<file path="config.mk">
export PLATFORM = sky130hd
export DESIGN_NAME = timer16_capture_compare_units
export DESIGN_NICKNAME = d
export VERILOG_FILES = /design/src/logic/timer_cc_pkg.sv /design/src/logic/capture_if.sv /design/src/logic/timer16_capture_compare_units.sv /design/src/logic/capture_conditioner.sv
export SDC_FILE = /design/constraint.sdc
export NUM_CORES = 1
export LEC_CHECK = 0
export CORE_MARGIN = 8
export CORE_UTILIZATION = 60
export DETAILED_ROUTE_END_ITERATION = 6
export DONT_BUFFER_PORTS = 1
export PLACE_DENSITY = 0.82
export REMOVE_ABC_BUFFERS = 1
export SETUP_SLACK_MARGIN = 0.15
export SYNTH_ARGS = -nofsm -noshare
export SYNTH_HDL_FRONTEND = slang
export SYNTH_SLANG_ARGS = --single-unit
export TNS_END_PERCENT = 1
</file>
<file path="constraint.sdc">
create_clock -name ref_clk -period 6.35 [get_ports ref_clk]
set_clock_uncertainty 0.05 [all_clocks]
set_input_delay 0.3175 -clock ref_clk [delete_from_list [all_inputs] [get_ports ref_clk]]
set_output_delay 0.3175 -clock ref_clk [all_outputs]
set_load 0.005 [all_outputs]
</file>
<file path="src/logic/timer_cc_pkg.sv">
package timer_cc_pkg;

  // Channel count and capture filter depth
  localparam int CH_COUNT = 3;
  localparam int FILTER_SAMPLES = 4;
  localparam int SYNC_STAGES = 2;

  // Register byte offsets on the Avalon-MM slave
  localparam logic [7:0] ADDR_CTRL_A = 8'h00;
  localparam logic [7:0] ADDR_CTRL_B = 8'h04;
  localparam logic [7:0] ADDR_CTRL_C = 8'h08;
  localparam logic [7:0] ADDR_CNT_LO = 8'h0C;
  localparam logic [7:0] ADDR_CNT_HI = 8'h10;
  localparam logic [7:0] ADDR_CAP_LO = 8'h14;
  localparam logic [7:0] ADDR_CAP_HI = 8'h18;
  localparam logic [7:0] ADDR_CMP_LO_BASE = 8'h1C;
  localparam logic [7:0] ADDR_CMP_HI_OFS = 8'h04;
  localparam logic [7:0] ADDR_CMP_STRIDE = 8'h08;
  localparam logic [7:0] ADDR_FLAGS = 8'h34;
  localparam logic [7:0] ADDR_IRQ_EN = 8'h38;
  localparam logic [7:0] ADDR_CMP_STATUS = 8'h3C;

  // Field positions
  localparam int CTRL_B_FILTER_BIT = 7;
  localparam int CTRL_B_EDGE_BIT = 6;
  localparam int CTRL_B_MODE_LSB = 0;
  localparam int MODE_W = 4;
  localparam int ACT_W = 2;
  localparam int FORCE_LSB = 5;
  localparam int FLAG_CAPTURE_BIT = 5;
  localparam int FLAG_CMP_LSB = 1;
  localparam int COMP_SEL_BIT = 2;

  // Reset values
  localparam logic [7:0] RESET_BYTE = 8'h00;
  localparam logic [15:0] RESET_WORD = 16'h0000;

  // Output action encodings
  localparam logic [1:0] ACT_NONE = 2'h0;
  localparam logic [1:0] ACT_TOGGLE = 2'h1;
  localparam logic [1:0] ACT_CLEAR = 2'h2;
  localparam logic [1:0] ACT_SET = 2'h3;

  // Waveform modes without double buffering, and those with capture-defined TOP
  localparam logic [3:0] MODE_NORMAL = 4'h0;
  localparam logic [3:0] MODE_CTC_CMP = 4'h4;
  localparam logic [3:0] MODE_CTC_CAP = 4'hC;
  localparam logic [3:0] MODE_RESERVED = 4'hD;
  localparam logic [3:0] MODE_PFC_CAP = 4'h8;
  localparam logic [3:0] MODE_PC_CAP = 4'hA;
  localparam logic [3:0] MODE_FAST_CAP = 4'hE;

  // Twelve PWM modes: everything but normal, the two clear-on-match modes and reserved
  function automatic logic mode_is_pwm(input logic [3:0] mode);
    return !(mode == MODE_NORMAL || mode == MODE_CTC_CMP ||
             mode == MODE_CTC_CAP || mode == MODE_RESERVED);
  endfunction

  function automatic logic mode_cap_top(input logic [3:0] mode);
    return mode == MODE_PFC_CAP || mode == MODE_PC_CAP ||
           mode == MODE_CTC_CAP || mode == MODE_FAST_CAP;
  endfunction

endpackage

</file>
<file path="src/logic/capture_if.sv">
`timescale 1ns/1ps
interface capture_if;
  logic pin;
  logic comparator;
  logic use_comparator;
  logic filter_en;
  logic rising;
  logic enable;
  logic event_hit;

  modport conditioner (
    input pin,
    input comparator,
    input use_comparator,
    input filter_en,
    input rising,
    input enable,
    output event_hit
  );

  modport owner (
    output pin,
    output comparator,
    output use_comparator,
    output filter_en,
    output rising,
    output enable,
    input event_hit
  );
endinterface

</file>
<file path="src/logic/timer16_capture_compare_units.sv">
// How it works
// A qualified capture edge copies the whole 16-bit counter into the capture value.
// The capture flag rises in the same cycle the capture value is loaded.
// Capture flag raises its interrupt when enabled; service ack or write-one clears it.
// Capture low read copies its high byte to the shared latch; high read returns latch.
// Capture value is writable only in capture-TOP modes, high byte first.
// Comparator capture select swaps the trigger from the pin to the comparator output.
// Changing the trigger source may capture; software clears the flag afterwards.
// With filtering on, output changes only after four equal consecutive samples.
// Filter enable sits in control B, runs on the system clock, adds four cycles.
// Edge detector events are masked in capture-TOP modes, active otherwise; the filter keeps sampling.
// Levels driven onto the capture pin by the port trigger captures like any other.
// Every new capture overwrites the capture value, read or not.
// Each channel compares counter with its value; equality sets its flag on timer tick.
// Compare flag raises its interrupt when enabled; ack or write-one clears it.
// Channel A's active compare value is exported as a possible counter TOP.
// PWM modes double buffer compare values, loaded at TOP or BOTTOM; others bypass.
// Compare accesses hit the buffer when buffering is on, the active value otherwise.
// Compare high-byte reads return the register, not the shared latch.
// Compare high write fills the latch; low write loads all sixteen bits at once.
// Force strobe in non-PWM modes acts like a match without flag or counter effect.
// A counter write blocks all compare matches on the next timer tick.
// Output action bits act immediately; output states survive mode changes.
// One high-byte latch serves counter, capture and all compare registers.
// Reset drives every compare output state to zero.
// Output action zero leaves the compare output unchanged on a match.
// Edge select chooses rising or falling filtered transitions as capture trigger.
`timescale 1ns/1ps
module timer16_capture_compare_units
  import timer_cc_pkg::*;
(
  input wire logic ref_clk,
  input wire logic reset_n,
  input wire logic [7:0] avs_address,
  input wire logic avs_read,
  input wire logic avs_write,
  input wire logic [31:0] avs_writedata,
  input wire logic [3:0] avs_byteenable,
  output logic [31:0] avs_readdata,
  output logic avs_waitrequest,
  input wire logic [15:0] counter_value,
  input wire logic timer_tick,
  input wire logic buffer_update,
  input wire logic at_bottom,
  input wire logic capture_pin,
  input wire logic comparator_output,
  input wire logic capture_irq_ack,
  input wire logic [CH_COUNT-1:0] compare_irq_ack,
  output logic capture_irq,
  output logic [CH_COUNT-1:0] compare_irq,
  output logic [CH_COUNT-1:0] compare_output,
  output logic counter_write,
  output logic [15:0] counter_write_data,
  output logic [MODE_W-1:0] waveform_mode_sel,
  output logic [15:0] compare_a_value,
  output logic [15:0] capture_value
);

  logic [7:0] high_latch;
  logic [7:0] ctrl_a;
  logic [7:0] timer_control_b;
  logic [7:0] comparator_ctrl_status;
  logic [7:0] irq_enable;
  logic capture_flag;
  logic [CH_COUNT-1:0] compare_flag;
  logic [15:0] compare_buf [CH_COUNT];
  logic [15:0] compare_act [CH_COUNT];
  logic match_block;
  logic [7:0] read_byte;

  capture_if cap ();

  capture_conditioner u_capture_conditioner (
    .ref_clk(ref_clk),
    .reset_n(reset_n),
    .cap(cap.conditioner)
  );

  // Bus decode: access takes effect at the edge where waitrequest is low
  wire bus_req = avs_read | avs_write;
  wire accept = bus_req & ~avs_waitrequest;
  wire wr_acc = accept & avs_write & avs_byteenable[0];
  wire rd_acc = accept & avs_read;
  wire [7:0] wbyte = avs_writedata[7:0];
  wire [15:0] wword = {high_latch, wbyte};

  // Mode decode shared by capture and compare logic
  wire [MODE_W-1:0] mode = timer_control_b[CTRL_B_MODE_LSB +: MODE_W];
  wire pwm_mode = mode_is_pwm(mode);
  wire cap_top_mode = mode_cap_top(mode);

  wire wr_cnt_lo = wr_acc && avs_address == ADDR_CNT_LO;
  wire wr_cap_lo = wr_acc && avs_address == ADDR_CAP_LO;
  wire rd_cnt_lo = rd_acc && avs_address == ADDR_CNT_LO;
  wire rd_cap_lo = rd_acc && avs_address == ADDR_CAP_LO;
  wire wr_ctrl_c = wr_acc && avs_address == ADDR_CTRL_C;
  wire wr_flags = wr_acc && avs_address == ADDR_FLAGS;
  wire wr_any_hi = wr_acc && (avs_address == ADDR_CNT_HI || avs_address == ADDR_CAP_HI ||
                              cmp_hi_hit(avs_address));

  // True when the address is any compare high byte
  function automatic logic cmp_hi_hit(input logic [7:0] addr);
    logic hit;
    hit = 1'b0;
    for (int k = 0; k < CH_COUNT; k++) begin
      if (addr == 8'(ADDR_CMP_LO_BASE + ADDR_CMP_HI_OFS + 8'(k) * ADDR_CMP_STRIDE)) begin
        hit = 1'b1;
      end
    end
    return hit;
  endfunction

  // Capture input wiring
  assign cap.pin = capture_pin;
  assign cap.comparator = comparator_output;
  assign cap.use_comparator = comparator_ctrl_status[COMP_SEL_BIT];
  assign cap.filter_en = timer_control_b[CTRL_B_FILTER_BIT];
  assign cap.rising = timer_control_b[CTRL_B_EDGE_BIT];
  assign cap.enable = ~cap_top_mode;

  // Waitrequest: one wait state, then released for exactly one edge
  always_ff @(posedge ref_clk or negedge reset_n) begin
    if (!reset_n) begin
      avs_waitrequest <= 1'b1;
    end else begin
      avs_waitrequest <= ~(bus_req & avs_waitrequest);
    end
  end

  // Read data sampled in the wait cycle, stands through the accept edge
  always_ff @(posedge ref_clk or negedge reset_n) begin
    if (!reset_n) begin
      avs_readdata <= '0;
    end else if (avs_read && avs_waitrequest) begin
      avs_readdata <= {24'h000000, read_byte};
    end
  end

  // Shared high-byte latch
  always_ff @(posedge ref_clk or negedge reset_n) begin
    if (!reset_n) begin
      high_latch <= RESET_BYTE;
    end else if (wr_any_hi) begin
      high_latch <= wbyte;
    end else if (rd_cnt_lo) begin
      high_latch <= counter_value[15:8];
    end else if (rd_cap_lo) begin
      high_latch <= capture_value[15:8];
    end
  end

  // Plain control registers; output actions act at once, not buffered
  always_ff @(posedge ref_clk or negedge reset_n) begin
    if (!reset_n) begin
      ctrl_a <= RESET_BYTE;
      timer_control_b <= RESET_BYTE;
      comparator_ctrl_status <= RESET_BYTE;
      irq_enable <= RESET_BYTE;
    end else if (wr_acc) begin
      if (avs_address == ADDR_CTRL_A) ctrl_a <= wbyte;
      if (avs_address == ADDR_CTRL_B) timer_control_b <= wbyte;
      if (avs_address == ADDR_CMP_STATUS) comparator_ctrl_status <= wbyte;
      if (avs_address == ADDR_IRQ_EN) irq_enable <= wbyte;
    end
  end

  assign waveform_mode_sel = mode;

  // Counter write goes out as a pulse; the counter unit owns the value
  always_ff @(posedge ref_clk or negedge reset_n) begin
    if (!reset_n) begin
      counter_write <= 1'b0;
      counter_write_data <= RESET_WORD;
    end else begin
      counter_write <= wr_cnt_lo;
      if (wr_cnt_lo) counter_write_data <= wword;
    end
  end

  // Block matches on the first tick after a counter write, even when stopped
  always_ff @(posedge ref_clk or negedge reset_n) begin
    if (!reset_n) begin
      match_block <= 1'b0;
    end else if (wr_cnt_lo) begin
      match_block <= 1'b1;
    end else if (timer_tick) begin
      match_block <= 1'b0;
    end
  end

  // Capture value: every event overwrites, writes allowed only in capture-TOP modes
  always_ff @(posedge ref_clk or negedge reset_n) begin
    if (!reset_n) begin
      capture_value <= RESET_WORD;
    end else if (cap.event_hit) begin
      capture_value <= counter_value;
    end else if (wr_cap_lo && cap_top_mode) begin
      capture_value <= wword;
    end
  end

  // Capture flag: a set in the same cycle as a clear wins
  always_ff @(posedge ref_clk or negedge reset_n) begin
    if (!reset_n) begin
      capture_flag <= 1'b0;
    end else if (cap.event_hit) begin
      capture_flag <= 1'b1;
    end else if (capture_irq_ack || (wr_flags && wbyte[FLAG_CAPTURE_BIT])) begin
      capture_flag <= 1'b0;
    end
  end

  // Interrupt requests, registered one cycle behind their flags
  always_ff @(posedge ref_clk or negedge reset_n) begin
    if (!reset_n) begin
      capture_irq <= 1'b0;
      compare_irq <= '0;
    end else begin
      capture_irq <= capture_flag & irq_enable[FLAG_CAPTURE_BIT];
      compare_irq <= compare_flag & irq_enable[FLAG_CMP_LSB +: CH_COUNT];
    end
  end

  // Compare channels
  genvar i;
  generate
    for (i = 0; i < CH_COUNT; i++) begin : g_ch
      localparam logic [7:0] LO_ADDR = 8'(ADDR_CMP_LO_BASE + 8'(i) * ADDR_CMP_STRIDE);
      wire wr_lo = wr_acc && avs_address == LO_ADDR;
      wire [1:0] action = ctrl_a[i*ACT_W +: ACT_W];
      wire hit = timer_tick && !match_block && counter_value == compare_act[i];
      wire force_hit = wr_ctrl_c && wbyte[FORCE_LSB+i] && !pwm_mode;
      wire clr = compare_irq_ack[i] || (wr_flags && wbyte[FLAG_CMP_LSB+i]);
      logic next_out;

      // Output action: non-PWM on match or force; PWM sets or clears at match and bottom
      always_comb begin
        next_out = compare_output[i];
        if (!pwm_mode && (hit || force_hit)) begin
          case (action)
            ACT_TOGGLE: next_out = ~compare_output[i];
            ACT_CLEAR: next_out = 1'b0;
            ACT_SET: next_out = 1'b1;
            default: next_out = compare_output[i];
          endcase
        end else if (pwm_mode && hit) begin
          case (action)
            ACT_CLEAR: next_out = 1'b0;
            ACT_SET: next_out = 1'b1;
            default: next_out = compare_output[i];
          endcase
        end else if (pwm_mode && timer_tick && at_bottom) begin
          case (action)
            ACT_CLEAR: next_out = 1'b1;
            ACT_SET: next_out = 1'b0;
            default: next_out = compare_output[i];
          endcase
        end
      end

      // Output state is untouched by mode changes, only by matches, force strobes and PWM bottom ticks
      always_ff @(posedge ref_clk or negedge reset_n) begin
        if (!reset_n) begin
          compare_output[i] <= 1'b0;
        end else begin
          compare_output[i] <= next_out;
        end
      end

      // Buffer takes every CPU write; active copy loads on update strobe in PWM modes, on the write otherwise
      always_ff @(posedge ref_clk or negedge reset_n) begin
        if (!reset_n) begin
          compare_buf[i] <= RESET_WORD;
          compare_act[i] <= RESET_WORD;
        end else begin
          if (wr_lo) compare_buf[i] <= wword;
          if (wr_lo && !pwm_mode) begin
            compare_act[i] <= wword;
          end else if (pwm_mode && buffer_update) begin
            compare_act[i] <= compare_buf[i];
          end
        end
      end

      // Flag sets on a real match only; set beats a same-cycle clear
      always_ff @(posedge ref_clk or negedge reset_n) begin
        if (!reset_n) begin
          compare_flag[i] <= 1'b0;
        end else if (hit) begin
          compare_flag[i] <= 1'b1;
        end else if (clr) begin
          compare_flag[i] <= 1'b0;
        end
      end
    end
  endgenerate

  assign compare_a_value = compare_act[0];

  // Read selection; unmapped addresses read zero
  always_comb begin
    read_byte = RESET_BYTE;
    case (avs_address)
      ADDR_CTRL_A: read_byte = ctrl_a;
      ADDR_CTRL_B: read_byte = timer_control_b;
      ADDR_CNT_LO: read_byte = counter_value[7:0];
      ADDR_CNT_HI: read_byte = high_latch;
      ADDR_CAP_LO: read_byte = capture_value[7:0];
      ADDR_CAP_HI: read_byte = high_latch;
      ADDR_FLAGS: read_byte = 8'({capture_flag, 1'b0, compare_flag, 1'b0});
      ADDR_IRQ_EN: read_byte = irq_enable;
      ADDR_CMP_STATUS: read_byte = comparator_ctrl_status;
      default: read_byte = RESET_BYTE;
    endcase
    for (int k = 0; k < CH_COUNT; k++) begin
      if (avs_address == 8'(ADDR_CMP_LO_BASE + 8'(k) * ADDR_CMP_STRIDE)) begin
        read_byte = pwm_mode ? compare_buf[k][7:0] : compare_act[k][7:0];
      end
      if (avs_address == 8'(ADDR_CMP_LO_BASE + ADDR_CMP_HI_OFS + 8'(k) * ADDR_CMP_STRIDE)) begin
        read_byte = pwm_mode ? compare_buf[k][15:8] : compare_act[k][15:8];
      end
    end
  end

endmodule // timer16_capture_compare_units

</file>
<file path="src/logic/capture_conditioner.sv">
`timescale 1ns/1ps
module capture_conditioner
  import timer_cc_pkg::*;
(
  input wire logic ref_clk,
  input wire logic reset_n,
  capture_if.conditioner cap
);

  logic [SYNC_STAGES-1:0] pin_sync;
  logic [SYNC_STAGES-1:0] cmp_sync;
  logic [FILTER_SAMPLES-1:0] history;
  logic filtered;
  logic filtered_prev;
  logic event_reg;

  // Source select reads only the second synchroniser stage
  wire sample = cap.use_comparator ? cmp_sync[1] : pin_sync[1];
  wire [FILTER_SAMPLES-1:0] next_history = {history[FILTER_SAMPLES-2:0], sample};
  // Judging the registered samples gives the full four-cycle filter latency
  wire all_high = &history;
  wire all_low = ~|history;
  wire next_filtered = cap.filter_en ? (all_high ? 1'b1 : (all_low ? 1'b0 : filtered))
                                     : sample;
  wire rise = filtered & ~filtered_prev;
  wire fall = ~filtered & filtered_prev;
  wire next_event = cap.enable & (cap.rising ? rise : fall);

  // Two-stage synchronisers for both asynchronous sources
  always_ff @(posedge ref_clk or negedge reset_n) begin
    if (!reset_n) begin
      pin_sync <= '0;
      cmp_sync <= '0;
    end else begin
      pin_sync <= {pin_sync[0], cap.pin};
      cmp_sync <= {cmp_sync[0], cap.comparator};
    end
  end

  // Filter and edge detector run on the undivided clock
  always_ff @(posedge ref_clk or negedge reset_n) begin
    if (!reset_n) begin
      history <= '0;
      filtered <= 1'b0;
      filtered_prev <= 1'b0;
      event_reg <= 1'b0;
    end else begin
      history <= next_history;
      filtered <= next_filtered;
      filtered_prev <= filtered;
      event_reg <= next_event;
    end
  end

  assign cap.event_hit = event_reg;

endmodule // capture_conditioner

</file>
Yosys cells after proc, flatten, opt, wreduce, memory -nomap -nowiden --
Cells that the tools add are included.
Storage, ports and cells: register bits after elaboration 201, logic and storage cells 231
Operators by class: bitwise logic cells 19, eq/ne operators 34, muxes and demuxes 60, reduce and logical (&&, ||, !) cells 86
Operators with widths (count):
- $mux W16 | 8
- $mux W8 | 15
- $eq A8 B6 Y1 const B | 8
- $pmux W8 S8 | 1
- $eq A16 B16 Y1 | 3
- $logic_and A1 B1 Y1 | 38
- $eq A8 B5 Y1 const B | 4
- $reduce_bool A3 Y1 | 10
- $mux W1 | 27
- $eq A4 B4 Y1 const B | 5
- $reduce_bool A2 Y1 | 9
- $eq A8 B4 Y1 const B | 2
- $logic_or A1 B1 Y1 | 15
- $eq A2 B2 Y1 const B | 6
- $pmux W1 S2 | 6
- $and A1 B1 Y1 | 9
- $pmux W1 S3 | 3
- $reduce_and A3 Y1 | 3
- $eq A8 B3 Y1 const B | 1
- $logic_not A8 Y1 | 1
- $not A1 Y1 | 8
- $reduce_and A2 Y1 | 4
- $eq A2 B1 Y1 const B | 3
- $eq A4 B3 Y1 const B | 1
- other kinds (8) | 9

Depth between registers and ports, before layout --
Gate-level depths: netlist (run 1).
depth after elaboration 11, depth in mapped cells 9

Hierarchy --
A second synthesis (run 1) with hierarchy kept.
Unflattened totals: cells, all modules 1071, area total of the unflattened synthesis 11051.8 sq um
By module, submodules not included:
- timer16_capture_compare_units | area an instance 10712.8 sq um, times used 1, cells an instance 1051
- capture_conditioner | area an instance 339.1 sq um, times used 1, cells an instance 20

Worst setup path before layout (run 1) --
OpenSTA, ideal clock, no wires.
path type input to register, start point input counter_value[2], end point register compare_output[1], path buffers 1, stages 7, slack 4305 ps, library setup time 131 ps, data arrival time 1863 ps, cell sequence clkbuf_1 -> xnor2_1 -> nand4_1 -> or4_1 -> o31ai_4 -> mux2i_1 -> a211oi_2
On the way: longest elaborated chain between the ends 6, elaborated cells on any way between the ends 10
Ends and longest elaborated chain:
- start, declared | RTL line timer16_capture_compare_units.sv:41 | input wire logic [15:0] counter_value,
- $eq A16 B16 Y1 * | RTL line timer16_capture_compare_units.sv:231 | wire hit = timer_tick && !match_block && counter_value == compare_act[i];
- $logic_and A1 B1 Y1 * | RTL line timer16_capture_compare_units.sv:231
- $logic_or A1 B1 Y1 | RTL line timer16_capture_compare_units.sv:239 | if (!pwm_mode && (hit || force_hit)) begin
- $logic_and A1 B1 Y1 | RTL line timer16_capture_compare_units.sv:239
- $reduce_bool A3 Y1 (no source line)
- $reduce_and A3 Y1 (no source line)
- end signal, assigned by index | RTL line timer16_capture_compare_units.sv:266 | compare_output[i] <= next_out;
- end, declared | RTL line timer16_capture_compare_units.sv:51 | output logic [CH_COUNT-1:0] compare_output,
Every way passes the cells marked *; elsewhere a longest branch is shown, timed or not. A chain may end at the register's enable or synchronous reset.

Worst setup path in the final report (run 1) --
start point register timer_control_b[1], end point register avs_readdata[7]
On the way: longest elaborated chain between the ends 11, elaborated cells on any way between the ends 19
Ends and longest elaborated chain:
- start, declared | RTL line timer16_capture_compare_units.sv:61 | logic [7:0] timer_control_b;
- start signal, assigned | RTL line timer16_capture_compare_units.sv:161 | if (avs_address == ADDR_CTRL_B) timer_control_b <= wbyte;
- $eq A4 B3 Y1 / $logic_not A4 Y1 (equally long branches) | RTL line timer_cc_pkg.sv:55 | return !(mode == MODE_NORMAL || mode == MODE_CTC_CMP ||
- $logic_or A1 B1 Y1 (2 in a row) | RTL line timer_cc_pkg.sv:55
- $logic_or A1 B1 Y1 * | RTL line timer_cc_pkg.sv:56 | mode == MODE_CTC_CAP || mode == MODE_RESERVED);
- $mux W8 | RTL line timer16_capture_compare_units.sv:317 | read_byte = pwm_mode ? compare_buf[k][7:0] : compare_act[k][7:0];
- $mux W8 | RTL line timer16_capture_compare_units.sv:316 | if (avs_address == 8'(ADDR_CMP_LO_BASE + 8'(k) * ADDR_CMP_STRIDE)) begin
- $mux W8 | RTL line timer16_capture_compare_units.sv:319 | if (avs_address == 8'(ADDR_CMP_LO_BASE + ADDR_CMP_HI_OFS + 8'(k) * ADDR_CMP_STRIDE)) begin
- $mux W8 | RTL line timer16_capture_compare_units.sv:316
- $mux W8 | RTL line timer16_capture_compare_units.sv:319
- $mux W8 | RTL line timer16_capture_compare_units.sv:316
- $mux W8 * | RTL line timer16_capture_compare_units.sv:319
- end signal, assigned | RTL line timer16_capture_compare_units.sv:135 | avs_readdata <= {24'h000000, read_byte};
- end, declared | RTL line timer16_capture_compare_units.sv:39 | output logic [31:0] avs_readdata,
Marked as above.

==> results of run 1 <==
-- sequential cells by signal (all words and copies together), names as in the netlist, 2 cells and up --
signal and flops:
compare_a_value 16, ctrl_a 8, compare_flag 3, irq_enable 8, compare_buf 48, u_capture_conditioner.cmp_sync 2
capture_value 16, timer_control_b 8, compare_output 3, u_capture_conditioner.pin_sync 2, high_latch 8, avs_readdata 8
compare_act 32, counter_write_data 16, comparator_ctrl_status 8, compare_irq 3, u_capture_conditioner.history 4
-- cells in the mapped netlist, types with 3 or more instances --
cell type                  number  area, um^2
sky130_fd_sc_hd__nand2_1      128       480.5
sky130_fd_sc_hd__and3_1         6       37.54
sky130_fd_sc_hd__nor3_2         4       40.04
sky130_fd_sc_hd__o211ai_1       3       22.52
sky130_fd_sc_hd__xnor2_1       29       254.0
sky130_fd_sc_hd__o21ai_0       45       225.2
sky130_fd_sc_hd__o21a_1         3       22.52
sky130_fd_sc_hd__a31oi_1       38       237.7
sky130_fd_sc_hd__a21o_1         4       30.03
sky130_fd_sc_hd__o22ai_1       32       200.2
sky130_fd_sc_hd__a31o_2         3       26.28
sky130_fd_sc_hd__buf_2         22       110.1
sky130_fd_sc_hd__xor2_1        20       175.2
sky130_fd_sc_hd__nor3_1        23       115.1
sky130_fd_sc_hd__dfrtp_1      200        5005
sky130_fd_sc_hd__and2_1         9       56.30
sky130_fd_sc_hd__a22oi_1       21       157.7
sky130_fd_sc_hd__nand3_1       19       95.09
sky130_fd_sc_hd__mux2i_1       55       550.5
sky130_fd_sc_hd__nand2b_1       3       18.77
sky130_fd_sc_hd__inv_1         12       45.04
sky130_fd_sc_hd__nor4_1         6       37.54
sky130_fd_sc_hd__mux2_2       100        1126
sky130_fd_sc_hd__or4_1          3       22.52
sky130_fd_sc_hd__nand3b_1       4       30.03
sky130_fd_sc_hd__nand4_1       22       137.6
sky130_fd_sc_hd__or3_1          6       37.54
sky130_fd_sc_hd__clkbuf_1      58       217.7
sky130_fd_sc_hd__o221ai_1       5       43.79
sky130_fd_sc_hd__a21oi_1       26       130.1
sky130_fd_sc_hd__buf_4         45       337.8
sky130_fd_sc_hd__o31ai_1       16       120.1
sky130_fd_sc_hd__buf_1          5       18.77
sky130_fd_sc_hd__a32oi_1        4       35.03
sky130_fd_sc_hd__nor2_1        89       334.1
sky130_fd_sc_hd__nor2b_1        7       43.79
-- area by class of cell --
cell class,count,area [um^2],area share
timing repair buffer,45,440.4,0.03673
multi-input combinational,801,5448,0.4543
clock inverter,8,135.1,0.01127
tap,229,286.5,0.02390
antenna,1,2.502,0.0002087
clock buffer,30,601.8,0.05019
inverter,12,45.04,0.003757
sequential,201,5031,0.4196
-- path summary, 6_finish.rpt --
| path | start | endpoint | slack, ns | depth (start not counted) |
|---|---|---|---|---|
| worst max-delay path | timer_control_b[1] | avs_readdata[7] | 2.94 | 7 |
| worst min-delay path | counter_value[0] | capture_value[0] | -0.002 | 2 |
| worst max register to register | timer_control_b[1] | avs_readdata[7] | 2.94 | 7 |
| worst min register to register | u_capture_conditioner.pin_sync[0] | u_capture_conditioner.pin_sync[1] | 0.30 | 0 |
| max in group asynchronous | reset_n | compare_buf[9] | 4.97 | 2 |
| min in group asynchronous | reset_n | timer_control_b[6] | 0.47 | 2 |
-- stage by stage --
stage,instances,setup slack (ns),util
floorplan,1014,2.547,-
global placement,1254,3.070,0.6023
detailed placement,1254,3.025,0.6023
CTS,1326,3.107,0.6628
global route,1326,2.888,0.6628
finish,1327,2.945,0.6630
-- cells in the final DEF (no fill, tap or decap), types with 6 or more instances in the layout --
master,synthesis,routed
sky130_fd_sc_hd__dfrtp_1,200,200
sky130_fd_sc_hd__nand2_1,128,128
sky130_fd_sc_hd__mux2_2,100,100
sky130_fd_sc_hd__nor2_1,89,89
sky130_fd_sc_hd__mux2i_1,55,55
sky130_fd_sc_hd__o21ai_0,45,45
sky130_fd_sc_hd__a31oi_1,38,38
sky130_fd_sc_hd__dlygate4sd3_1,0,33
sky130_fd_sc_hd__o22ai_1,32,32
sky130_fd_sc_hd__xnor2_1,29,29
sky130_fd_sc_hd__a21oi_1,26,26
sky130_fd_sc_hd__conb_1,1,24
sky130_fd_sc_hd__nor3_1,23,23
sky130_fd_sc_hd__clkbuf_16,0,23
sky130_fd_sc_hd__nand4_1,22,22
sky130_fd_sc_hd__a22oi_1,21,21
sky130_fd_sc_hd__xor2_1,20,20
sky130_fd_sc_hd__nand3_1,19,18
sky130_fd_sc_hd__o31ai_1,16,16
sky130_fd_sc_hd__inv_1,12,12
sky130_fd_sc_hd__buf_4,45,11
sky130_fd_sc_hd__and2_1,9,9
sky130_fd_sc_hd__nor2b_1,7,7
sky130_fd_sc_hd__clkbuf_1,58,7
sky130_fd_sc_hd__nor4_1,6,6
sky130_fd_sc_hd__or3_1,6,6
sky130_fd_sc_hd__and3_1,6,6
-- metal layers --
metal,GRT usage,vias up,part of all wire
li1,-,3894,-
met5,0,-,0.00040
met3,0.08593,153,0.13
met4,0.1823,2,0.063
met2,0.4741,644,0.44
met1,0.4151,4493,0.37
-- report_power, final --
part / switching, mW / total (mW) / internal (mW)
Combinational: 0.150 / 0.242 / 0.0914
Clock: 0.549 / 1.34 / 0.792
Sequential: 0.0757 / 1.40 / 1.33
Total: 0.775 / 2.99 / 2.21
-- kinds of logic (layout without fill, tap and decap cells) --
logic type,count (synthesis),in the layout,share of synthesized area
other,1,25,0.0003374
xor gates and xnor gates,49,49,0.03861
muxes,157,157,0.1549
DFF,201,201,0.4527
and+or+nand+nor,346,346,0.1509
adders and majority gates,2,2,0.002251
AOI/OAI and AO/OA,223,223,0.1337
buffers and inverters,143,95,0.06664
==> results.md, run 1 <==
### Global route
- number of antenna violations at the first check in global routing: 1
- pin count of the biggest net entering global routing: 202
- via count of the first global-routing pass: 8,954
- overflow left after global routing: 0
- Total Routing Usage GR: 0.3190
- first-pass GRT wire length: 56,990 um

### Setup path
- Setup crit start kind: flip-flop
- slowest cell on the critical path: sky130_fd_sc_hd__dfrtp_1
- critical path capture point type: flip-flop
- Required @ worst endpoint: 6.71 ns
- Top Family by Delay on Critical Path: buffers and inverters
- critical path peak fanout: 35
- CP Cell Sequence: inv_1, nand3_2, buf_4, mux2_2, a2111oi_0, o22a_1, o21ai_0
- combined buffer and inverter count along the critical path: 2
- Data arrival, critical path: 3.76 ns
- longest individual stage delay on the worst path: 0.78 ns
- CP Class: flip-flop to flip-flop

### Finish
- total non-filler cell area in the finished layout: 11,990 um^2
- share of cells above drive strength 1: 0.1522
- area growth from synthesis to final layout: 7.880%
- final layout net count: 1,159
- final-layout fill cell count: 1,397

### Floorplan
- Chip Height: 152.1 um
- number of rows in the core area: 49
- die area: 23,130 um^2
- number of I/O pins: 166
- floorplan die width: 152.1 um
- Initial Utilization: 0.6145
- total core area: 18,090 um^2

### Pwr
- Max rail drop VDD: 0.1887 mV
- Static Leakage: 5.376 nW
- power density over the cells: 249.2 nW/um^2
- power after layout: 2.988 mW

### Outcome
- status: finished with violations
- failing checks: design-rule violations, negative hold slack

### Route
- Routed Wire Length: 37,750 um
- vias post-DR: 9,186
- ratio of routed vias to standard cells: 6.922
- number of nets with antenna violations after detailed routing: 0
- number of remaining DRC errors: 1
- per-cell routed wire length: 28.45 um
- 1st-pass router iterations: 7
- violation count after the first detailed-routing iteration: 1,284

### Clocking
- maximum root-to-sink buffer count: 3
- cts bufs inserted: 23
- clock tree from TritonCTS: built
- depth of the CTS H-tree: 1
- Worst-Skew Late Latency: 0.53 ns
- clock-pin transition on the worst setup and hold timing paths: 0.06 ns
- TritonCTS Sinks: 201
- postcts setup bufs: 0
- number of gates given a new drive strength after cts: 0
- master cell of the clock root buffer: sky130_fd_sc_hd__clkbuf_16
- hold buffers post-CTS: 34

### Timing
- Finish-stage setup viols: 0
- max frequency: 293.7 MHz
- Hold Slack: -0.002450 ns
- worst-case headroom to the max-slew limit: 0.1554
- Hold Violations, Final: 1
- setup repair after global routing missed its margin: no
- post-layout min period: 3.405 ns
- post-route fraction of the period consumed by the critical path: 0.5363
- final slew viol count: 0
- setup TNS: 0 ns
- Worst Tran Pin Value: 1.257 ns

### Placed design
- HPWL after detailed placement: 24,960 um
- final weighted congestion in routability-driven placement: 0.9912
- placed instance area: 10,890 um^2
- Buffers on Ports: 0

### Logic synthesis
- portion of the post-synthesis area used by sequential elements: 0.4527
- syn_area_per_cell: 9.906 um^2
- number of flip-flops and latches in the synthesized netlist: 201
- number of standard cells after synthesis: 1,122
- number of enable flip-flop cells after synthesis: 0
- dominant register cell in the synthesized netlist: sky130_fd_sc_hd__dfrtp_1
- number of warnings issued by yosys: 0
- async set or reset register ratio after synthesis: 1.000
- distinct cell type count after synthesis: 69
- synthesized cell area: 11,110 um^2

### Run
- max cap viols: 0

### Min path
- worst min path class: input port to flip-flop

(Power assumes the default switching activity.)
==> run 2, diff against run 1 <==
--- a/config.mk
+++ b/config.mk
@@ -5,8 +5,9 @@
 export SDC_FILE = /design/constraint.sdc
 export NUM_CORES = 1
 export LEC_CHECK = 0
+export ABC_AREA = 1
 export CORE_MARGIN = 8
-export CORE_UTILIZATION = 60
+export CORE_UTILIZATION = 58
 export DETAILED_ROUTE_END_ITERATION = 6
 export DONT_BUFFER_PORTS = 1
 export PLACE_DENSITY = 0.82
==> constraint.sdc (replaced) <==
create_clock -name ref_clk -period 3 [get_ports ref_clk]
set_clock_uncertainty 0.05 [all_clocks]
set_input_delay 0.15 -clock ref_clk [delete_from_list [all_inputs] [get_ports ref_clk]]
set_output_delay 0.15 -clock ref_clk [all_outputs]
set_load 0.005 [all_outputs]
==> run 2 against run 1 <==
  * The flow still finishes with violations (design-rule violations, negative hold slack)
  * Cell area grew 3.5%
  * Largest cell class unchanged
  * Die area grew 4.1%
  * Core utilization shrank 1.7 points
  * Hold slack lost 0.73 ns
  * Sequential cell count is the same
  * Critical path depth grew 2
  * Fmax grew 36%
  * Synthesized area grew 1.1%
  * Combinational power grew to 4.3 times the previous value
==> results.md, run 2 <==
### Outcome
- status: finished with violations, unchanged
- failing checks: design-rule violations, negative hold slack, unchanged

### Finish
- share of cells above drive strength 1: 0.07346, was 0.1522
- register name with the most flops: compare_buf, unchanged
- area growth from synthesis to final layout: 10.47%, was 7.880%
- Top Registers: compare_buf (48), compare_act (32), unchanged
- post-route non-filler standard cell count: 1,776, was 1,327
- most frequent standard cell in the layout excluding fill and tap cells: sky130_fd_sc_hd__nand2_1, was sky130_fd_sc_hd__dfrtp_1
- total inserted antenna cells: 0, was 1
- max FFs per register: 48, unchanged
- top library cells by usage in the layout, fill and taps aside: 438 x sky130_fd_sc_hd__nand2_1, 200 x sky130_fd_sc_hd__dfrtp_1, 173 x sky130_fd_sc_hd__o21ai_0, was 200 x sky130_fd_sc_hd__dfrtp_1, 128 x sky130_fd_sc_hd__nand2_1, 100 x sky130_fd_sc_hd__mux2_2
- Final Util: 0.6460, was 0.6630
- final-layout fill cell count: 1,661, was 1,397
- final layout net count: 1,570, was 1,159

### Route
- violation count after the first detailed-routing iteration: 1,257, was 1,284
- Routed Wire Length: 38,950 um, was 37,750 um
- 1st-pass router iterations: 7, unchanged
- number of nets with antenna violations after detailed routing: 0, unchanged
- per-cell routed wire length: 21.93 um, was 28.45 um
- ratio of routed vias to standard cells: 6.000, was 6.922
- vias post-DR: 10.66k, was 9,186
- number of remaining DRC errors: 1, unchanged

### Pwr
- power density over the cells: 587.0 nW/um^2, was 249.2 nW/um^2
- Int Power: 5.158 mW, was 2.212 mW
- Static Leakage: 6.033 nW, was 5.376 nW
- Flop pwr share: 0.449, was 0.470
- net switching power: 2.126 mW, was 0.7754 mW
- power after layout: 7.284 mW, was 2.988 mW
- Switching Fraction: 0.2918, was 0.2595
- Combinational Power Share: 0.142, was 0.081
- part of the power in the clock network: 0.409, was 0.449
- Max rail drop VDD: 0.4610 mV, was 0.1887 mV

### Clocking
- TritonCTS Sinks: 201, unchanged
- cts bufs inserted: 23, unchanged
- Worst-Skew Late Latency: 0.53 ns, about the same
- hold buffers post-CTS: 44, was 34
- master cell of the clock root buffer: sky130_fd_sc_hd__clkbuf_16, unchanged
- clock-pin transition on the worst setup and hold timing paths: 0.06 ns, about the same
- clock tree from TritonCTS: built, unchanged
- maximum root-to-sink buffer count: 3, unchanged
- depth of the CTS H-tree: 1, unchanged

### Setup path
- Setup crit start kind: flip-flop, unchanged
- slowest cell on the critical path: sky130_fd_sc_hd__dlygate4sd3_1, was sky130_fd_sc_hd__dfrtp_1
- Top Family by Delay on Critical Path: buffers and inverters, unchanged
- Required @ worst endpoint: 3.34 ns, was 6.71 ns
- Data arrival, critical path: 2.84 ns, was 3.76 ns
- most numerous cell on the critical path: sky130_fd_sc_hd__inv_2
- critical path capture point type: flip-flop, unchanged
- combined buffer and inverter count along the critical path: 4, was 2
- number of cells traversed by the worst register-to-register path: 9, was 7
- critical path peak fanout: 18, was 35
- CP Cell Sequence: inv_2, nand2_1, nand3_4, buf_4, nor2_8, inv_2, o22ai_1, dlygate4sd3_1, a21oi_1, was inv_1, nand3_2, buf_4, mux2_2, a2111oi_0, o22a_1, o21ai_0
- longest individual stage delay on the worst path: 0.57 ns, was 0.78 ns
- CP Class: flip-flop to flip-flop, unchanged
- total stage count of the critical path: 9, was 7

### Placed design
- Inst Count DP: 1,689, was 1,254
- HPWL after detailed placement: 27,380 um, was 24,960 um
- Buffers on Ports: 0, unchanged
- pre-CTS setup slack: 0.6818 ns, was 3.025 ns
- final weighted congestion in routability-driven placement: 0.9877, was 0.9912

### Logic synthesis
- number of flip-flops and latches in the synthesized netlist: 201, unchanged
- biggest area contributors in the synthesized netlist: sky130_fd_sc_hd__dfrtp_1 45%, sky130_fd_sc_hd__nand2_1 15%, sky130_fd_sc_hd__o21ai_0 7.7%, sky130_fd_sc_hd__nor2_1 4.7%, sky130_fd_sc_hd__inv_1 4.1%, was sky130_fd_sc_hd__dfrtp_1 45%, sky130_fd_sc_hd__mux2_2 10%, sky130_fd_sc_hd__mux2i_1 5.0%, sky130_fd_sc_hd__nand2_1 4.3%, sky130_fd_sc_hd__buf_4 3.0%
- Synth top area share: 0.4456, was 0.4503
- distinct cell type count after synthesis: 42, was 69
- portion of the post-synthesis area used by sequential elements: 0.4479, was 0.4527
- most common cell in the synthesized netlist: sky130_fd_sc_hd__nand2_1, was sky130_fd_sc_hd__dfrtp_1
- async set or reset register ratio after synthesis: 1.000, unchanged
- most instantiated cells after synthesis: 439 x sky130_fd_sc_hd__nand2_1, 200 x sky130_fd_sc_hd__dfrtp_1, 173 x sky130_fd_sc_hd__o21ai_0, 142 x sky130_fd_sc_hd__nor2_1, 124 x sky130_fd_sc_hd__inv_1, was 200 x sky130_fd_sc_hd__dfrtp_1, 128 x sky130_fd_sc_hd__nand2_1, 100 x sky130_fd_sc_hd__mux2_2, 89 x sky130_fd_sc_hd__nor2_1, 58 x sky130_fd_sc_hd__clkbuf_1
- number of enable flip-flop cells after synthesis: 0, unchanged
- number of standard cells after synthesis: 1,492, was 1,122
- top cell type by total area after synthesis: sky130_fd_sc_hd__dfrtp_1, unchanged
- dominant register cell in the synthesized netlist: sky130_fd_sc_hd__dfrtp_1, unchanged
- synthesized cell area: 11,230 um^2, was 11,110 um^2
- number of warnings issued by yosys: 0, unchanged
- syn_area_per_cell: 7.528 um^2, was 9.906 um^2

### Floorplan
- die area: 24,070 um^2, was 23,130 um^2
- total core area: 19,210 um^2, was 18,090 um^2
- Initial Utilization: 0.5848, was 0.6145
- number of rows in the core area: 51, was 49
- floorplan die width: 155.2 um, was 152.1 um
- Chip Height: 155.2 um, was 152.1 um
- number of I/O pins: 166, unchanged

### Global route
- overflow left after global routing: 0, unchanged
- Total Routing Usage GR: 0.3213, was 0.3190
- number of antenna violations at the first check in global routing: 0, was 1
- first-pass GRT wire length: 59,110 um, was 56,990 um
- via count of the first global-routing pass: 10.03k, was 8,954
- pin count of the biggest net entering global routing: 202, unchanged

### Timing
- setup repair after global routing missed its margin: no, unchanged
- Finish-stage setup viols: 0, unchanged
- Hold Violations, Final: 201, was 1
- Worst Tran Pin Value: 1.177 ns, was 1.257 ns
- worst-case headroom to the max-slew limit: 0.2143, was 0.1554
- setup TNS: 0 ns, unchanged
- post-layout min period: 2.503 ns, was 3.405 ns
- Hold Slack: -0.7282 ns, was -0.002450 ns
- post-route fraction of the period consumed by the critical path: 0.8342, was 0.5363
- final slew viol count: 0, unchanged
- max frequency: 399.6 MHz, was 293.7 MHz
- least setup slack across all paths after layout: 0.4973 ns, was 2.945 ns

### Min path
- worst min path class: input port to asynchronous set/reset pin, was input port to flip-flop

### Run
- max cap viols: 0, unchanged

-- run 2: changes by cell type after synthesis, moves of 53 or more --
| cell | before | now |
|---|---|---|
| sky130_fd_sc_hd__mux2_2 | 100 | 1 |
| sky130_fd_sc_hd__mux2i_1 | 55 | 0 |
| sky130_fd_sc_hd__nand2_1 | 128 | 439 |
| sky130_fd_sc_hd__nand3_1 | 19 | 87 |
| sky130_fd_sc_hd__inv_1 | 12 | 124 |
| sky130_fd_sc_hd__o21ai_0 | 45 | 173 |
| sky130_fd_sc_hd__nor2_1 | 89 | 142 |
-- run 2: metrics by stage --
stage / area, um^2 / hold WS [ns]
floorplan: 10700 / -0.1956
global placement: 11150 / -0.1877
detailed placement: 11150 / -0.1887
CTS: 12390 / -0.7309
global route: 12410 / -0.7332
finish: 12410 / -0.7282
-- run 2: worst reg2reg max path, stage by stage, from the launching register on --
cell,delay (ns)
sky130_fd_sc_hd__dfrtp_1,0.46
sky130_fd_sc_hd__inv_2,0.06
sky130_fd_sc_hd__nand2_1,0.10
sky130_fd_sc_hd__nand3_4,0.12
sky130_fd_sc_hd__buf_4,0.28
sky130_fd_sc_hd__nor2_8,0.31
sky130_fd_sc_hd__inv_2,0.22
sky130_fd_sc_hd__o22ai_1,0.15
sky130_fd_sc_hd__dlygate4sd3_1,0.57
sky130_fd_sc_hd__a21oi_1,0.04
-- run 2: area by class of cell --
type / instances / area (um^2) / area share
Clock buffer: 32 / 669.4 / 0.05395
Tap cell: 265 / 331.6 / 0.02672
Inverter: 137 / 525.5 / 0.04235
Sequential cell: 201 / 5031 / 0.4055
Multi-Input combinational cell: 1072 / 5146 / 0.4147
Clock inverter: 9 / 131.4 / 0.01059
Timing Repair Buffer: 60 / 573.1 / 0.04618
-- run 2: layer usage --
layer | wire length (um) | up-vias | global-route usage
met5 | 0 | - | 0
met4 | 2244 | 0 | 0.1643
met3 | 4525 | 140 | 0.08350
met2 | 17130 | 649 | 0.4970
met1 | 15050 | 5062 | 0.4108
li1 | - | 4805 | -
-- run 2: final timing paths --
path                                              startpoint                           endpoint  slack (ns)
max in group asynchronous                            reset_n                    compare_act[16]        3.25
max                                       timer_control_b[3]                    compare_act[20]        0.50
min                                                  reset_n              counter_write_data[8]       -0.73
min in group ref_clk                               at_bottom                  compare_output[1]        0.02
min reg2reg                u_capture_conditioner.cmp_sync[0]  u_capture_conditioner.cmp_sync[1]        0.30
max reg2reg                               timer_control_b[3]                    compare_act[20]        0.50
-- run 2: repair_timing --
| item | in CTS | in global routing |
|---|---|---|
| setup endpoints to repair | 0 | 8 |
| endpoints found under the hold margin | 251 | 201 |
| gates resized for setup | 0 | 2 |
| setup buffers | 0 | 2 |
-- run 2: power by group through the flow --
stage	clock network [mW]	registers (mW)	logic [mW]
final	2.98	3.27	1.03
after global routing	3.09	3.30	1.15
after CTS	2.98	3.26	1.01
after detailed placement	0	3.31	0.932
after global placement	0	3.30	0.914
after floorplan	0	3.19	0.686
-- run 2: cells by family after synthesis --
| logic type | count (synthesis) | synth area share |
|---|---|---|
| other | 1 | 0.0003339 |
| AOI/OAI and AO/OA | 303 | 0.1552 |
| buffers and inverters | 242 | 0.1018 |
| DFF | 201 | 0.4479 |
| adders and majority gates | 2 | 0.002228 |
| muxes | 1 | 0.001002 |
| xor gates and xnor gates | 12 | 0.009357 |
| and+or+nand+nor | 730 | 0.2822 |
==> run 3, diff against run 2 <==
--- a/config.mk
+++ b/config.mk
@@ -5,7 +5,7 @@
 export SDC_FILE = /design/constraint.sdc
 export NUM_CORES = 1
 export LEC_CHECK = 0
-export ABC_AREA = 1
+export ABC_AREA = 0
 export CORE_MARGIN = 8
 export CORE_UTILIZATION = 58
 export DETAILED_ROUTE_END_ITERATION = 6
==> constraint.sdc (replaced) <==
create_clock -name ref_clk -period 2 [get_ports ref_clk]
set_clock_uncertainty 0.05 [all_clocks]
set_input_delay 0.1 -clock ref_clk [delete_from_list [all_inputs] [get_ports ref_clk]]
set_output_delay 0.1 -clock ref_clk [all_outputs]
set_load 0.005 [all_outputs]
==> run 3 against run 2 <==
  * The flow finishes with violations (negative hold slack, negative setup slack)
  * Total power is 28% higher
  * Combinational power is 5% lower
  * Sequential share of layout area is 3.3 points lower
  * Count of clock-buffer cells in the layout is 2 lower
  * Sequential power is 35% higher
  * Critical endpoint is now avs_readdata[6]
  * Hold slack worse by 0.035 ns
  * First-iteration DRC count is 8.8% higher
  * Clock power is 32% higher
  * Final cell count is 18% lower
  * Critical path type unchanged
  * Register-to-register slack worse by 0.55 ns
  * Global-route usage is 3.2 points higher
==> results.md, run 3 (synthesis results as in run 1) <==
### Setup path
- Setup crit start kind: flip-flop, unchanged
- RR Endpoint: avs_readdata[6], was compare_act[20]
- critical path capture point type: flip-flop, unchanged
- Data arrival, critical path: 2.39 ns, was 2.84 ns
- Required @ worst endpoint: 2.33 ns, was 3.34 ns
- worst reg2reg startpoint: timer_control_b[0], was timer_control_b[3]
- CP Class: flip-flop to flip-flop, unchanged
- number of cells traversed by the worst register-to-register path: 8, was 9
- critical path peak fanout: 10, was 18
- worst setup slack for register-to-register paths: -0.06 ns, was 0.50 ns

### Clocking
- hold buffers post-CTS: 42, was 44
- maximum root-to-sink buffer count: 3, unchanged
- clock tree from TritonCTS: built, unchanged
- cts bufs inserted: 22, was 23
- master cell of the clock root buffer: sky130_fd_sc_hd__clkbuf_16, unchanged
- clock-pin transition on the worst setup and hold timing paths: 0.06 ns, about the same
- TritonCTS Sinks: 201, unchanged
- depth of the CTS H-tree: 1, unchanged
- Worst-Skew Late Latency: 0.53 ns, about the same

### Route
- 1st-pass router iterations: 5, was 7
- number of nets with antenna violations after detailed routing: 0, unchanged
- violation count after the first detailed-routing iteration: 1,368, was 1,257
- Routed Wire Length: 42,840 um, was 38,950 um
- ratio of routed vias to standard cells: 6.935, was 6.000
- number of remaining DRC errors: 0, was 1
- vias post-DR: 10.08k, was 10.66k
- per-cell routed wire length: 29.46 um, was 21.93 um

### Global route
- number of antenna violations at the first check in global routing: 4, was 0
- overflow left after global routing: 0, unchanged
- Total Routing Usage GR: 0.3535, was 0.3213
- first-pass GRT wire length: 64,000 um, was 59,110 um
- pin count of the biggest net entering global routing: 202, unchanged
- via count of the first global-routing pass: 10.07k, was 10.03k

### Run
- max cap viols: 0, unchanged

### Floorplan
- die area: 23,850 um^2, was 24,070 um^2
- total core area: 18,770 um^2, was 19,210 um^2
- Chip Height: 154.4 um, was 155.2 um
- number of I/O pins: 166, unchanged
- number of rows in the core area: 50, was 51
- Initial Utilization: 0.5922, was 0.5848
- floorplan die width: 154.4 um, was 155.2 um

### Finish
- max FFs per register: 48, unchanged
- Top Registers: compare_buf (48), compare_act (32), unchanged
- total inserted antenna cells: 0, unchanged
- final layout net count: 1,281, was 1,570
- top library cells by usage in the layout, fill and taps aside: 198 x sky130_fd_sc_hd__dfrtp_1, 124 x sky130_fd_sc_hd__nand2_1, 102 x sky130_fd_sc_hd__buf_4, was 438 x sky130_fd_sc_hd__nand2_1, 200 x sky130_fd_sc_hd__dfrtp_1, 173 x sky130_fd_sc_hd__o21ai_0
- area growth from synthesis to final layout: 21.47%, was 10.47%
- share of cells above drive strength 1: 0.2869, was 0.07346
- most frequent standard cell in the layout excluding fill and tap cells: sky130_fd_sc_hd__dfrtp_1, was sky130_fd_sc_hd__nand2_1
- register name with the most flops: compare_buf, unchanged

### Placed design
- Buffers on Ports: 0, unchanged
- HPWL after detailed placement: 28,610 um, was 27,380 um
- final weighted congestion in routability-driven placement: 1.016, was 0.9877

### Timing
- setup repair after global routing missed its margin: yes, was no
- worst-case headroom to the max-slew limit: 0.2878, was 0.2143
- Hold Violations, Final: 201, unchanged
- Worst Tran Pin Value: 1.065 ns, was 1.177 ns
- setup TNS: -0.1982 ns, was 0 ns
- Finish-stage setup viols: 8, was 0
- final slew viol count: 0, unchanged
- post-route fraction of the period consumed by the critical path: 1.029, was 0.8342
- max frequency: 486.1 MHz, was 399.6 MHz
- Hold Slack: -0.7633 ns, was -0.7282 ns
- least setup slack across all paths after layout: -0.05721 ns, was 0.4973 ns
- post-layout min period: 2.057 ns, was 2.503 ns

### Pwr
- power density over the cells: 690.7 nW/um^2, was 587.0 nW/um^2
- Static Leakage: 6.143 nW, was 6.033 nW
- Max rail drop VDD: 0.6017 mV, was 0.4610 mV

### Outcome
- failing checks: negative hold slack, negative setup slack, was design-rule violations, negative hold slack
- status: finished with violations, unchanged

### Min path
- worst min path class: input port to asynchronous set/reset pin, unchanged

run 3: cell count changes in the layout (fill, tap and decap cells not counted), sizes merged, moves of 63 or more:
cell | before | now
nand2 | 447 | 129
o21ai | 191 | 45
inv | 137 | 12
buf | 16 | 124
mux2 | 1 | 100
nand3 | 90 | 19
nor2 | 154 | 91
run 3: per-stage QoR:
stage / worst slack, ns / area [um^2] / cells / util / power [mW]
3_3_place_gp: -0.1729 / 11790 / 1366 / 0.6282 / 5.176
2_1_floorplan: -1.803 / 10510 / 1014 / - / 4.845
6_report: -0.05721 / 13500 / 1454 / 0.7193 / 9.324
4_1_cts: -0.01926 / 13310 / 1454 / 0.7094 / 9.259
3_5_place_dp: -0.2234 / 11790 / 1366 / 0.6282 / 5.201
5_1_grt: -0.1499 / 13500 / 1454 / 0.7193 / 9.528
run 3: cell type report:
cell class	instances	area (um^2)
timing repair buffer	168	1567
fill	1295	5268
tap	234	292.8
inverter	12	45.04
clock inverter	8	56.30
clock buffer	30	630.6
multi-input combinational	801	5876
sequential	201	5034
run 3: power by group:
group	internal (mW)	total, mW	switching [mW]	leakage (nW)
Sequential	4.22	4.42	0.198	2.69
Clock	2.21	3.93	1.72	0.337
Combinational	0.419	0.982	0.563	3.11
Total	6.85	9.32	2.48	6.14
run 3: critical path, stage by stage (launching register included):
cell                      delay, ns
sky130_fd_sc_hd__dfrtp_1       0.40
sky130_fd_sc_hd__nor2b_1       0.14
sky130_fd_sc_hd__buf_4         0.15
sky130_fd_sc_hd__buf_6         0.14
sky130_fd_sc_hd__o31ai_1       0.20
sky130_fd_sc_hd__a21oi_1       0.16
sky130_fd_sc_hd__o21a_1        0.21
sky130_fd_sc_hd__o22ai_1       0.34
sky130_fd_sc_hd__a21oi_1       0.11
run 3: how the worst max path moves through the flow:
| stage | end | slack (ns) | from |
|---|---|---|---|
| after floorplan | compare_act[17] | -1.80 | timer_control_b[1] |
| after global placement | avs_readdata[2] | -0.17 | timer_control_b[3] |
| after detailed placement | avs_readdata[2] | -0.22 | timer_control_b[3] |
| after CTS | avs_readdata[2] | -0.02 | timer_control_b[3] |
| after global routing | avs_readdata[7] | -0.15 | timer_control_b[0] |
| final | avs_readdata[6] | -0.06 | timer_control_b[0] |
run 3: metal layers:
| layer | wire (um) | global-route usage | vias to the layer above |
|---|---|---|---|
| met5 | 27 | 0 | - |
| met4 | 2938 | 0.2025 | 4 |
| met3 | 5890 | 0.1084 | 199 |
| met2 | 18400 | 0.5293 | 830 |
| met1 | 15580 | 0.4479 | 4935 |
| li1 | - | - | 4115 |
run 3: timing repair:
action | in CTS | in global routing
hold endpoints to repair | 338 | 201
setup endpoints to repair | 117 | 111
gates resized for setup | 71 | 44
setup buffers | 5 | 0
gates cloned | 3 | 0
pin swaps | 31 | 25
